[src/hw/psti_pkg.sv]
// psti_pkg: constants for the supply's two-wire target port
// assumes a 20 MHz system clock sampling the bus pins
package psti_pkg;
    localparam int unsigned CLK_HZ = 20000000; // system clock rate
    localparam int unsigned BUS_HZ = 100000; // nominal serial clock rate
    localparam int unsigned SCL_LOW_NS = 1300; // least serial clock low time
    localparam int unsigned CLK_NS = 50; // system clock period
    // cycles in the shortest low phase, rounded up
    localparam int unsigned SCL_LOW_CYC = (SCL_LOW_NS + CLK_NS - 1) / CLK_NS;
    localparam logic [3:0] ADDR_HI = 4'hA; // fixed upper address nibble 1010
    localparam logic [2:0] UNIT_RST = 3'h0; // unit select before first capture
    localparam logic [7:0] OFFSET_RST = 8'h00; // offset pointer after reset
    localparam logic [2:0] BIT_LAST = 3'h7; // last bit index of a byte
    localparam int unsigned SYNC_STAGES = 2; // pin synchroniser depth
endpackage : psti_pkg

[src/hw/psti_sync.sv]
// psti_sync: two-stage synchroniser for asynchronous pin levels
// assumes inputs come from outside the clock domain
`timescale 1ns/100ps
`default_nettype none
module psti_sync #(
    parameter int unsigned WIDTH = 1 // number of bits carried
) (
    input wire logic clk, // system clock
    input wire logic rst_n, // synchronous reset, active low
    input wire logic [WIDTH-1:0] async_in, // raw pin levels
    input wire logic [WIDTH-1:0] rst_val, // level shown during reset
    output logic [WIDTH-1:0] sync_out // synchronised levels
);
    logic [WIDTH-1:0] meta_q; // first stage, read only by second stage
    // two flops in series; reset value is the idle level of the bus
    always_ff @(posedge clk) begin
        if (!rst_n) begin
            meta_q <= rst_val;
            sync_out <= rst_val;
        end else begin
            meta_q <= async_in;
            sync_out <= meta_q;
        end
    end
endmodule // psti_sync
`default_nettype wire

[src/hw/psti_target.sv]
// psti_target: two-wire target port, offset plus one data byte framing
// assumes bus pins are asynchronous and pulled up outside; the serial
// clock is far slower than CLOCK so its edges are found by sampling.
// Notes on behaviour
// - works with a 100 kHz serial clock
// - serial clock is input only; bits follow it
// - data line only pulled low or released
// - address is 1010 plus three unit-select bits
// - unit zero gives 0x50, seven gives 0x57
// - write: address, offset, data, all acknowledged
// - read: offset, repeated start, one byte returned
// - data change while clock high is start/stop
`timescale 1ns/100ps
`default_nettype none
module psti_target
    import psti_pkg::*;
(
    input wire logic CLOCK, // system clock, 20 MHz
    input wire logic RST_N, // synchronous reset, active low
    input wire logic SCL_IN, // serial clock pin level
    input wire logic SDA_IN, // serial data pin level
    output logic SDA_OE, // high while pulling data line low
    output logic SDA_OUT, // data drive level, always low
    input wire logic UNIT_SELECT_BIT0, // front-panel switch bit 0
    input wire logic UNIT_SELECT_BIT1, // front-panel switch bit 1
    input wire logic UNIT_SELECT_BIT2, // front-panel switch bit 2
    output logic [7:0] REGISTER_OFFSET_BYTE, // offset pointer
    output logic [7:0] PAYLOAD_BYTE, // last written data byte
    output logic WR_STROBE, // one cycle: payload written at offset
    output logic RD_REQ, // one cycle: supply data for offset
    input wire logic [7:0] RD_DATA, // data at offset, same clock
    output logic BUSY // high between start and stop
);
    import psti_pkg::*;

    typedef enum {ST_IDLE, ST_START_HOLD, ST_ADDR, ST_ADDR_ACK, ST_OFFSET, ST_OFF_ACK,
        ST_WDATA, ST_WD_ACK, ST_RDATA, ST_RD_ACK, ST_IGNORE} psti_state_t;

    logic [4:0] pins_s; // synchronised scl, sda, unit select
    logic scl_s, sda_s, scl_prev_q, sda_prev_q; // levels and history
    logic scl_rise, scl_fall, start_det, stop_det; // bus events
    logic [2:0] unit_s; // synchronised switch setting
    logic [6:0] my_addr; // own 7-bit address
    psti_state_t state_q; // protocol state
    logic [2:0] bit_q; // bit counter within byte
    logic [7:0] shift_q; // receive shift register
    logic [7:0] tx_q; // transmit shift register
    logic [7:0] rx_byte; // byte completed at this rising edge

    // pins are asynchronous: two flops before any use
    psti_sync #(.WIDTH(5)) u_sync (
        .clk(CLOCK),
        .rst_n(RST_N),
        .async_in({UNIT_SELECT_BIT2, UNIT_SELECT_BIT1, UNIT_SELECT_BIT0, SDA_IN, SCL_IN}),
        .rst_val(5'h03),
        .sync_out(pins_s)
    );
    assign scl_s = pins_s[0];
    assign sda_s = pins_s[1];
    assign unit_s = pins_s[4:2];
    assign my_addr = {ADDR_HI, unit_s};

    // previous levels for edge detection
    always_ff @(posedge CLOCK) begin
        if (!RST_N) begin
            scl_prev_q <= 1'b1;
            sda_prev_q <= 1'b1;
        end else begin
            scl_prev_q <= scl_s;
            sda_prev_q <= sda_s;
        end
    end

    // 50 ns sampling sees each 5 us half period about 100 times
    assign scl_rise = scl_s && !scl_prev_q;
    assign scl_fall = !scl_s && scl_prev_q;
    // data edges with clock held high mark frame limits
    assign start_det = scl_s && scl_prev_q && !sda_s && sda_prev_q;
    assign stop_det = scl_s && scl_prev_q && sda_s && !sda_prev_q;
    assign rx_byte = {shift_q[6:0], sda_s};

    // protocol sequencer; a start is honoured in any state so a
    // repeated start restarts address reception
    always_ff @(posedge CLOCK) begin
        if (!RST_N) begin
            state_q <= ST_IDLE;
            bit_q <= 3'h0;
            shift_q <= 8'h00;
        end else if (start_det) begin
            state_q <= ST_START_HOLD;
            bit_q <= 3'h0;
        end else if (stop_det) begin
            state_q <= ST_IDLE;
        end else begin
            case (state_q)
                ST_IDLE: begin
                    bit_q <= 3'h0; // wait for a start
                end
                ST_START_HOLD: begin
                    // the clock fall that ends a start is not a data bit,
                    // so bit counting begins only after it
                    if (scl_fall) begin
                        state_q <= ST_ADDR;
                        bit_q <= 3'h0;
                    end
                end
                ST_ADDR, ST_OFFSET, ST_WDATA: begin
                    // sample data on rising clock edge
                    if (scl_rise) begin
                        shift_q <= rx_byte;
                    end
                    if (scl_fall) begin
                        bit_q <= bit_q + 3'h1;
                        if (bit_q == BIT_LAST) begin
                            case (state_q)
                                ST_ADDR: begin
                                    if (shift_q[7:1] == my_addr) begin
                                        state_q <= ST_ADDR_ACK;
                                    end else begin
                                        state_q <= ST_IGNORE;
                                    end
                                end
                                ST_OFFSET: state_q <= ST_OFF_ACK;
                                default: state_q <= ST_WD_ACK;
                            endcase
                        end
                    end
                end
                ST_ADDR_ACK: begin
                    if (scl_fall) begin
                        bit_q <= 3'h0;
                        // direction bit 1 reads from the current pointer
                        if (shift_q[0]) begin
                            state_q <= ST_RDATA;
                        end else begin
                            state_q <= ST_OFFSET;
                        end
                    end
                end
                ST_OFF_ACK: begin
                    if (scl_fall) begin
                        state_q <= ST_WDATA;
                    end
                end
                ST_WD_ACK: begin
                    // single byte framing: later bytes are ignored
                    if (scl_fall) begin
                        state_q <= ST_IGNORE;
                    end
                end
                ST_RDATA: begin
                    if (scl_fall) begin
                        bit_q <= bit_q + 3'h1;
                        if (bit_q == BIT_LAST) begin
                            state_q <= ST_RD_ACK;
                        end
                    end
                end
                ST_RD_ACK: begin
                    // controller's answer is not needed: one byte per read
                    if (scl_fall) begin
                        state_q <= ST_IGNORE; // one byte per read
                    end
                end
                ST_IGNORE: begin
                    bit_q <= 3'h0; // sit out until start or stop
                end
                default: state_q <= ST_IDLE;
            endcase
        end
    end

    // offset pointer and payload capture, strobe on acknowledged byte
    always_ff @(posedge CLOCK) begin
        if (!RST_N) begin
            REGISTER_OFFSET_BYTE <= OFFSET_RST;
            PAYLOAD_BYTE <= 8'h00;
            WR_STROBE <= 1'b0;
        end else begin
            WR_STROBE <= 1'b0;
            if (scl_fall && bit_q == BIT_LAST && !start_det && !stop_det) begin
                if (state_q == ST_OFFSET) begin
                    REGISTER_OFFSET_BYTE <= shift_q;
                end
                if (state_q == ST_WDATA) begin
                    PAYLOAD_BYTE <= shift_q;
                    WR_STROBE <= 1'b1;
                end
            end
        end
    end

    // read fetch: request on the address acknowledge, load a cycle later;
    // the supplier must present the byte at the pointer in the request cycle
    always_ff @(posedge CLOCK) begin
        if (!RST_N) begin
            RD_REQ <= 1'b0;
            tx_q <= 8'h00;
        end else begin
            RD_REQ <= (state_q == ST_ADDR_ACK) && scl_fall && shift_q[0];
            if (RD_REQ) begin
                tx_q <= RD_DATA;
            end else if (state_q == ST_RDATA && scl_fall) begin
                tx_q <= {tx_q[6:0], 1'b1};
            end
        end
    end

    // data line driver: only ever pulls low, changes while clock is low
    always_ff @(posedge CLOCK) begin
        if (!RST_N) begin
            SDA_OE <= 1'b0;
            SDA_OUT <= 1'b0;
        end else begin
            SDA_OUT <= 1'b0;
            case (state_q)
                ST_ADDR_ACK, ST_OFF_ACK, ST_WD_ACK: SDA_OE <= !scl_s || SDA_OE;
                ST_RDATA: SDA_OE <= !tx_q[7] && !(RD_REQ);
                default: SDA_OE <= 1'b0;
            endcase
            if (start_det || stop_det) begin
                SDA_OE <= 1'b0;
            end
        end
    end

    // bus busy flag mirrors start to stop
    always_ff @(posedge CLOCK) begin
        if (!RST_N) begin
            BUSY <= 1'b0;
        end else if (start_det) begin
            BUSY <= 1'b1;
        end else if (stop_det) begin
            BUSY <= 1'b0;
        end
    end
endmodule // psti_target
`default_nettype wire

[config.mk]
export PLATFORM = sky130hd
export DESIGN_NAME = psti_target
export DESIGN_NICKNAME = d
export VERILOG_FILES = /design/src/hw/psti_pkg.sv /design/src/hw/psti_sync.sv /design/src/hw/psti_target.sv
export SDC_FILE = /design/constraint.sdc
export NUM_CORES = 1
export LEC_CHECK = 0
export BUFFER_PORTS_ARGS = -buffer_cell sky130_fd_sc_hd__buf_2
export CORE_UTILIZATION = 56
export DETAILED_ROUTE_END_ITERATION = 10
export PLACE_DENSITY = 0.79
export SYNTH_ARGS = -nofsm -noshare
export SYNTH_HDL_FRONTEND = slang
export SYNTH_SLANG_ARGS = --single-unit
[constraint.sdc]
create_clock -name CLOCK -period 1.7 [get_ports CLOCK]
set_input_delay 0.085 -clock CLOCK [delete_from_list [all_inputs] [get_ports CLOCK]]
set_output_delay 0.085 -clock CLOCK [all_outputs]
set_load 0.01 [all_outputs]
## Word level (Yosys, flattened, before mapping)

Cells that the tools add are included.

- $add $sub $neg: 1
- Equal/unequal tests: 35
- Muxes and demuxes: 23
- Bitwise operators: 4
- Reduce and logical (&&, ||, !) cells: 44

Operators by type and width:

| operator | number |
|---|---|
| 32-bit 2-to-1 mux | 8 |
| 32-bit case mux with 7 select lines | 1 |
| 32-bit by 3-bit equality test with 1-bit output, second input constant | 5 |
| 32-bit by 4-bit equality test with 1-bit output, second input constant | 5 |
| 32-bit by 2-bit equality test with 1-bit output, second input constant | 2 |
| 32-bit case mux with 2 select lines | 1 |
| 32-bit by 1-bit equality test with 1-bit output, second input constant | 1 |
| 32-bit by 5-bit equality test with 1-bit output, second input constant | 1 |
| 32-bit zero test | 1 |
| 4-bit != test, second input constant | 7 |
| 9-bit AND reduction | 2 |
| 8-bit 2-to-1 mux | 2 |
| 1-bit logical AND | 14 |
| 2-bit != test, second input constant | 7 |
| 2-bit OR reduction | 5 |
| 3-bit case mux with 3 select lines | 1 |
| 3-bit OR reduction | 3 |
| 1-bit zero test | 8 |
| 4-bit 2-to-1 mux | 2 |
| 4-bit AND reduction | 2 |
| 7-bit equality test | 1 |
| 3-bit 2-to-1 mux | 2 |
| 2-bit by 1-bit != test with 1-bit output, second input constant | 3 |
| 2-bit AND reduction | 3 |
| 11 further kinds | 20 |

- Register bits: 83
- Word-level logic and storage cells: 122

## Logic depth before layout (Yosys ltp)

- Depth after elaboration: 8
- Gate-level depth with buffers: 7
- Gate-level depth less buffers: 6

## By module

A second synthesis with hierarchy kept.

- Cell total of the unflattened synthesis: 253
- Area total of the unflattened synthesis: 2459.9 µm²

By module, submodules not included:

| module | instances | cells each | area an instance (µm²) | sequential area each (µm²) |
|---|---|---|---|---|
| psti_target | 1 | 232 | 2098.3 | 900.9 |
| psti_sync | 1 | 21 | 361.6 | 200.2 |

## Least setup slack after synthesis

No wires, ideal clock.

- Path type: register -> register
- Start point: register bit_q[0]
- End point: register REGISTER_OFFSET_BYTE[0]
- Library setup time: 128 ps
- Arrival: 1371 ps
- Required time: 1572 ps
- Path slack: 202 ps
- Cell stages (with the launch flop): 8
- Path through: dfxtp_1 > ha_1 > ha_1 > and4b_1 > nand3b_1 > buf_2 > mux2i_1 > nor2_1

- Cells in the longest elaborated chain, start to end: 5

Ends and longest elaborated chain:

| element | RTL line | RTL |
|---|---|---|
| start, declared | psti_target.sv:45 | `logic [2:0] bit_q;` |
| start signal, assigned | psti_target.sv:113 | `bit_q <= bit_q + 3'h1;` |
| start signal, assigned | psti_target.sv:153 | `bit_q <= bit_q + 3'h1;` |
| 3-bit equality test | psti_target.sv:181 | `if (scl_fall && bit_q == BIT_LAST && !start_det && !stop_det) begin` |
| 1-bit logical AND (3 in a row) | psti_target.sv:181 |  |
| 2-bit AND reduction (no source line) | n/a |  |
| end signal, assigned | psti_target.sv:183 | `REGISTER_OFFSET_BYTE <= shift_q;` |
| end, declared | psti_target.sv:27 | `output logic [7:0] REGISTER_OFFSET_BYTE,` |

No other way between the ends.
A chain may end at the register's enable or synchronous reset.

## Worst setup path in the final report

- Start point: register state_q[2]
- End point: register bit_q[1]

- Cells in the longest elaborated chain, start to end: 4

Ends and longest elaborated chain:

| element | RTL line | RTL |
|---|---|---|
| start, declared | psti_target.sv:44 | `psti_state_t state_q;` |
| start signal, assigned | psti_target.sv:86 | `state_q <= ST_IDLE;` |
| start signal, assigned | psti_target.sv:90 | `state_q <= ST_START_HOLD;` |
| start signal, assigned | psti_target.sv:93 | `state_q <= ST_IDLE;` |
| 32-bit by 4-bit equality test with 1-bit output, or another cell as far along | psti_target.sv:95 | `case (state_q)` |
| 4-bit OR reduction (no source line) or 2-bit OR reduction (tied branches) | n/a |  |
| 2-bit by 1-bit != test with 1-bit output (no source line) or 3-bit nonzero test (tied branches) | n/a |  |
| 4-bit AND reduction (no source line) | n/a |  |

Parallel ways exist; a longest one is shown, timed or not.

==> impl_metrics.xml <==
<?xml version="1.0" encoding="UTF-8"?>
<metrics>
  <group name="power_and_ir_drop">
    <metric name="pwr_density_cell" unit="nW/um2">769</metric>
    <metric name="power.ir.vdd_worst" unit="uV">515</metric>
    <metric name="p_comb_share" unit="%">5.6</metric>
    <metric name="total_leakage_power" unit="nW">1.29</metric>
    <metric name="p_int" unit="mW">1.69</metric>
    <metric name="clock_power_share" unit="%">35.3</metric>
    <metric name="switching_share" unit="%">23.8</metric>
    <metric name="seqPwrFrac" unit="%">59.2</metric>
    <metric name="netSwitchingPower" unit="uW">528</metric>
  </group>
  <group name="synthesis">
    <metric name="ys_async_sr_fraction" unit="%">0</metric>
    <metric name="yosysSeqAreaShare" unit="%">46.1</metric>
    <metric name="yosysWarnings" unit="">0</metric>
    <metric name="synthesis.instances" unit="">248</metric>
    <metric name="ys_ff_latch" unit="">55</metric>
    <metric name="synthesis.nets" unit="">265</metric>
    <metric name="dominant_synthesized_flop_cell" unit="">dfxtp_1</metric>
    <metric name="syn_avg_cell_area" unit="um2">9.64</metric>
    <metric name="post_synth_num_cell_types" unit="">51</metric>
    <metric name="synth_enable_flop_cells" unit="">0</metric>
    <metric name="combined_area_of_all_synthesized_cells" unit="um2">2390</metric>
  </group>
  <group name="clock_network">
    <metric name="clock-root-buffer" unit="">clkbuf_8</metric>
    <metric name="numClockSinks" unit="">55</metric>
    <metric name="cts.repair_timing.setup_buffer_count" unit="">0</metric>
    <metric name="cts_tree" unit="">done</metric>
    <metric name="numCtsBuffers" unit="">5</metric>
    <metric name="cts_clk_pin_slew_worst_paths" unit="ns">0.10</metric>
    <metric name="clkLatencyLatePin" unit="ns">0.32</metric>
    <metric name="htree_levels" unit="">2</metric>
    <metric name="cts.path.max_buffers" unit="">2</metric>
  </group>
  <group name="layout">
    <metric name="final_core_utilization" unit="%">71.2</metric>
    <metric name="fillers" unit="">313</metric>
    <metric name="synthToLayoutAreaGrowth" unit="%">20.9</metric>
    <metric name="final_nets" unit="">312</metric>
    <metric name="final_instance_area" unit="um2">2890</metric>
    <metric name="diodes_inserted" unit="">0</metric>
    <metric name="drive_gt1_share" unit="%">25.7</metric>
  </group>
  <group name="detailed_routing">
    <metric name="wl_met3" unit="um">270</metric>
    <metric name="drt_pre_antenna_iters" unit="">4</metric>
    <metric name="first_iter_violations" unit="">158</metric>
    <metric name="met1Wirelength" unit="mm">2.42</metric>
    <metric name="route.top_layer_used" unit="">met4</metric>
    <metric name="detailroute.wirelength.met2" unit="mm">2.52</metric>
    <metric name="drt.antenna.violating_nets" unit="">0</metric>
    <metric name="via_count" unit="">1954</metric>
    <metric name="post_drt_via_cell_ratio" unit="">5.65</metric>
    <metric name="drt_drc_violations_left" unit="">0</metric>
    <metric name="routed_wl" unit="mm">5.35</metric>
    <metric name="wire_per_inst" unit="um">15.5</metric>
  </group>
  <group name="global_route">
    <metric name="pin_count_of_the_biggest_net_entering_global_routing" unit="">25</metric>
    <metric name="grt_overflow_total" unit="">0</metric>
    <metric name="grt_antenna_before_repair" unit="">0</metric>
    <metric name="grt_pass1_vias" unit="">1777</metric>
    <metric name="grt_usage" unit="%">26.0</metric>
    <metric name="first_pass_grt_wire_length" unit="mm">8.59</metric>
  </group>
  <group name="timing">
    <metric name="worst_rel_slew_slack" unit="%">66.0</metric>
    <metric name="min_period" unit="ns">1.62</metric>
    <metric name="finalCritPeriodShare" unit="%">95.3</metric>
    <metric name="timing.fmax" unit="GHz">0.617</metric>
    <metric name="finalHoldViolations" unit="">0</metric>
    <metric name="worstMarginPinSlew" unit="ns">0.508</metric>
    <metric name="post_route_skew" unit="ns">0.00892</metric>
    <metric name="slew_viol_final" unit="">0</metric>
    <metric name="report.final.setup_viol" unit="">0</metric>
  </group>
  <group name="worst_setup_path">
    <metric name="crit_slowest_cell" unit="">dfxtp_1</metric>
    <metric name="timing.critical_path.to_type" unit="">register</metric>
    <metric name="timing.critical_path.arrival" unit="ns">1.86</metric>
    <metric name="critical_path_buf_inv_count" unit="">0</metric>
    <metric name="largest_fanout_on_the_critical_path" unit="">11</metric>
    <metric name="critical_path.startpoint_type" unit="">register</metric>
    <metric name="critPathMaxStageDelay" unit="ns">0.46</metric>
    <metric name="worst_path_dominant_cell_family" unit="">simple AND/OR/NAND/NOR gates</metric>
    <metric name="critPathRequiredTime" unit="ns">1.94</metric>
    <metric name="cells_along_the_critical_path" unit="">or3b_4 &gt; a2111oi_4 &gt; nand2_1 &gt; mux2i_1</metric>
    <metric name="criticalPathCategory" unit="">reg2reg</metric>
  </group>
  <group name="min_path">
    <metric name="hold_path_class" unit="">in2reg</metric>
  </group>
  <group name="placed_design">
    <metric name="dpl-instance-area" unit="um2">2700</metric>
    <metric name="finalWeightedCongestion" unit="">0.895</metric>
    <metric name="port_buffers" unit="">34</metric>
    <metric name="place.detailed.hpwl" unit="mm">3.55</metric>
  </group>
  <group name="floorplan">
    <metric name="io_pins" unit="">36</metric>
    <metric name="placeableCoreArea" unit="um2">4060</metric>
    <metric name="initial_cell_density_of_the_core" unit="%">58.9</metric>
    <metric name="die-height" unit="um">67.3</metric>
    <metric name="die_width" unit="um">67.3</metric>
    <metric name="floorplan.rows" unit="">23</metric>
    <metric name="die_area" unit="um2">4530</metric>
  </group>
  <group name="job">
    <metric name="max_cap_violations" unit="">0</metric>
  </group>
  <group name="run_status">
    <metric name="run_status" unit="">finished, final reports clean</metric>
  </group>
</metrics>
## synthesized netlist by cell type (2+ instances only)
master | instances | share of area [%]
mux2i_1 | 27 | 11
a21oi_1 | 4 | 0.84
nor2_1 | 39 | 6.1
nand2_1 | 16 | 2.5
nand2b_1 | 10 | 2.6
inv_1 | 3 | 0.47
nand3_1 | 7 | 1.5
or3_1 | 3 | 0.79
o21ai_0 | 2 | 0.42
ha_1 | 2 | 1.0
nor3_1 | 2 | 0.42
and3_1 | 2 | 0.52
a311oi_1 | 7 | 2.6
nor2b_1 | 4 | 1.0
o31ai_1 | 2 | 0.63
nor4_1 | 3 | 0.79
and4b_1 | 2 | 0.84
nand3b_1 | 2 | 0.63
dfxtp_1 | 55 | 46
nand4bb_1 | 2 | 0.94
and2_1 | 8 | 2.1
clkbuf_1 | 5 | 0.79
buf_2 | 7 | 1.5
xor2_1 | 3 | 1.1
buf_4 | 5 | 1.6
## final cells by class
cell class / count / area, um2 / area share (%)
clock buffer: 6 / 82.6 / 2.86
clock inverter: 2 / 13.8 / 0.476
inverter: 4 / 15.0 / 0.520
multi-input combinational: 172 / 1210 / 42.1
sequential: 55 / 1110 / 38.3
tap: 50 / 62.6 / 2.17
timing repair buffer: 57 / 393 / 13.6
## timing repair
| action | 4_1_cts | 5_1_grt |
|---|---|---|
| hold endpoints to repair | 5 | 0 |
| gates resized for setup | 1 | 10 |
| endpoints found under the setup margin | 2 | 12 |
| hold buffers | 5 | 0 |
## path summary, 6_finish.rpt
path                     from                 end  slack (ns)  depth (start not counted)
max                state_q[2]            bit_q[1]        0.08                          4
min                RD_DATA[5]             tx_q[5]        0.03                          3
max reg2reg        state_q[2]            bit_q[1]        0.08                          4
min reg2reg  u_sync.meta_q[1]  u_sync.sync_out[1]        0.43                          1
## cells by family after synthesis
family	count (synthesis)	synth area share (%)
adders and majority gates	2	1.05
and+or+nand+nor	108	24.3
AOI/OAI and AO/OA	30	11.2
DFF	55	46.1
xor gates and xnor gates	4	1.47
buffers and inverters	21	4.45
muxes	27	11.3
other	1	0.157
## worst register-to-register path, stage by stage, from the launching register on
cell and delay, ns:
dfxtp_1 0.46, or3b_4 0.46, a2111oi_4 0.37, nand2_1 0.11, mux2i_1 0.14
## flip-flops by register name (all words and copies together), names as in the netlist
| register | cells |
|---|---|
| state_q | 4 |
| SDA_OE | 1 |
| RD_REQ | 1 |
| scl_prev_q | 1 |
| sda_prev_q | 1 |
| u_sync.sync_out | 5 |
| tx_q | 8 |
| BUSY | 1 |
| u_sync.meta_q | 5 |
| WR_STROBE | 1 |
| shift_q | 8 |
| REGISTER_OFFSET_BYTE | 8 |
| bit_q | 3 |
| PAYLOAD_BYTE | 8 |
## cells in the final DEF (no fill, tap or decap), types with 4 or more instances in the layout
cell type	instances
nand2b_1	10
a311oi_1	7
dlygate4sd3_1	5
dfxtp_1	52
and2_1	8
nor2_1	38
mux2i_1	27
buf_4	15
clkbuf_8	6
buf_2	34
nand3_1	7
nand2_1	16
a21oi_1	4
## through the flow
stage | std cells | setup WS [ns] | total power [mW] | hold slack [ns] | setup TNS [ns]
global placement | 333 | 0.131 | 1.45 | 0.265 | 0
CTS | 346 | 0.0444 | 2.21 | 0.0269 | 0
global route | 346 | -0.0134 | 2.29 | 0.0315 | -0.0253
detailed placement | 333 | 0.0349 | 1.46 | 0.288 | 0
finish | 346 | 0.0793 | 2.22 | 0.0301 | 0
floorplan | 248 | 0.202 | 1.41 | 0.158 | 0
## power groups by stage
stage,sequential [mW],clock [mW],combinational [mW]
after floorplan,1.34,0,0.0730
after global routing,1.32,0.839,0.133
after CTS,1.32,0.779,0.120
after global placement,1.34,0,0.107
after detailed placement,1.35,0,0.110
final,1.32,0.784,0.123
## per-layer routing
layer  up-vias  global-route usage [%]
met2        62                    39.0
met3        16                    7.09
met4         0                    12.2
li1        955                       -
met5         -                       0
met1       921                    34.4
Note: power is estimated with default switching activity, not from simulation.
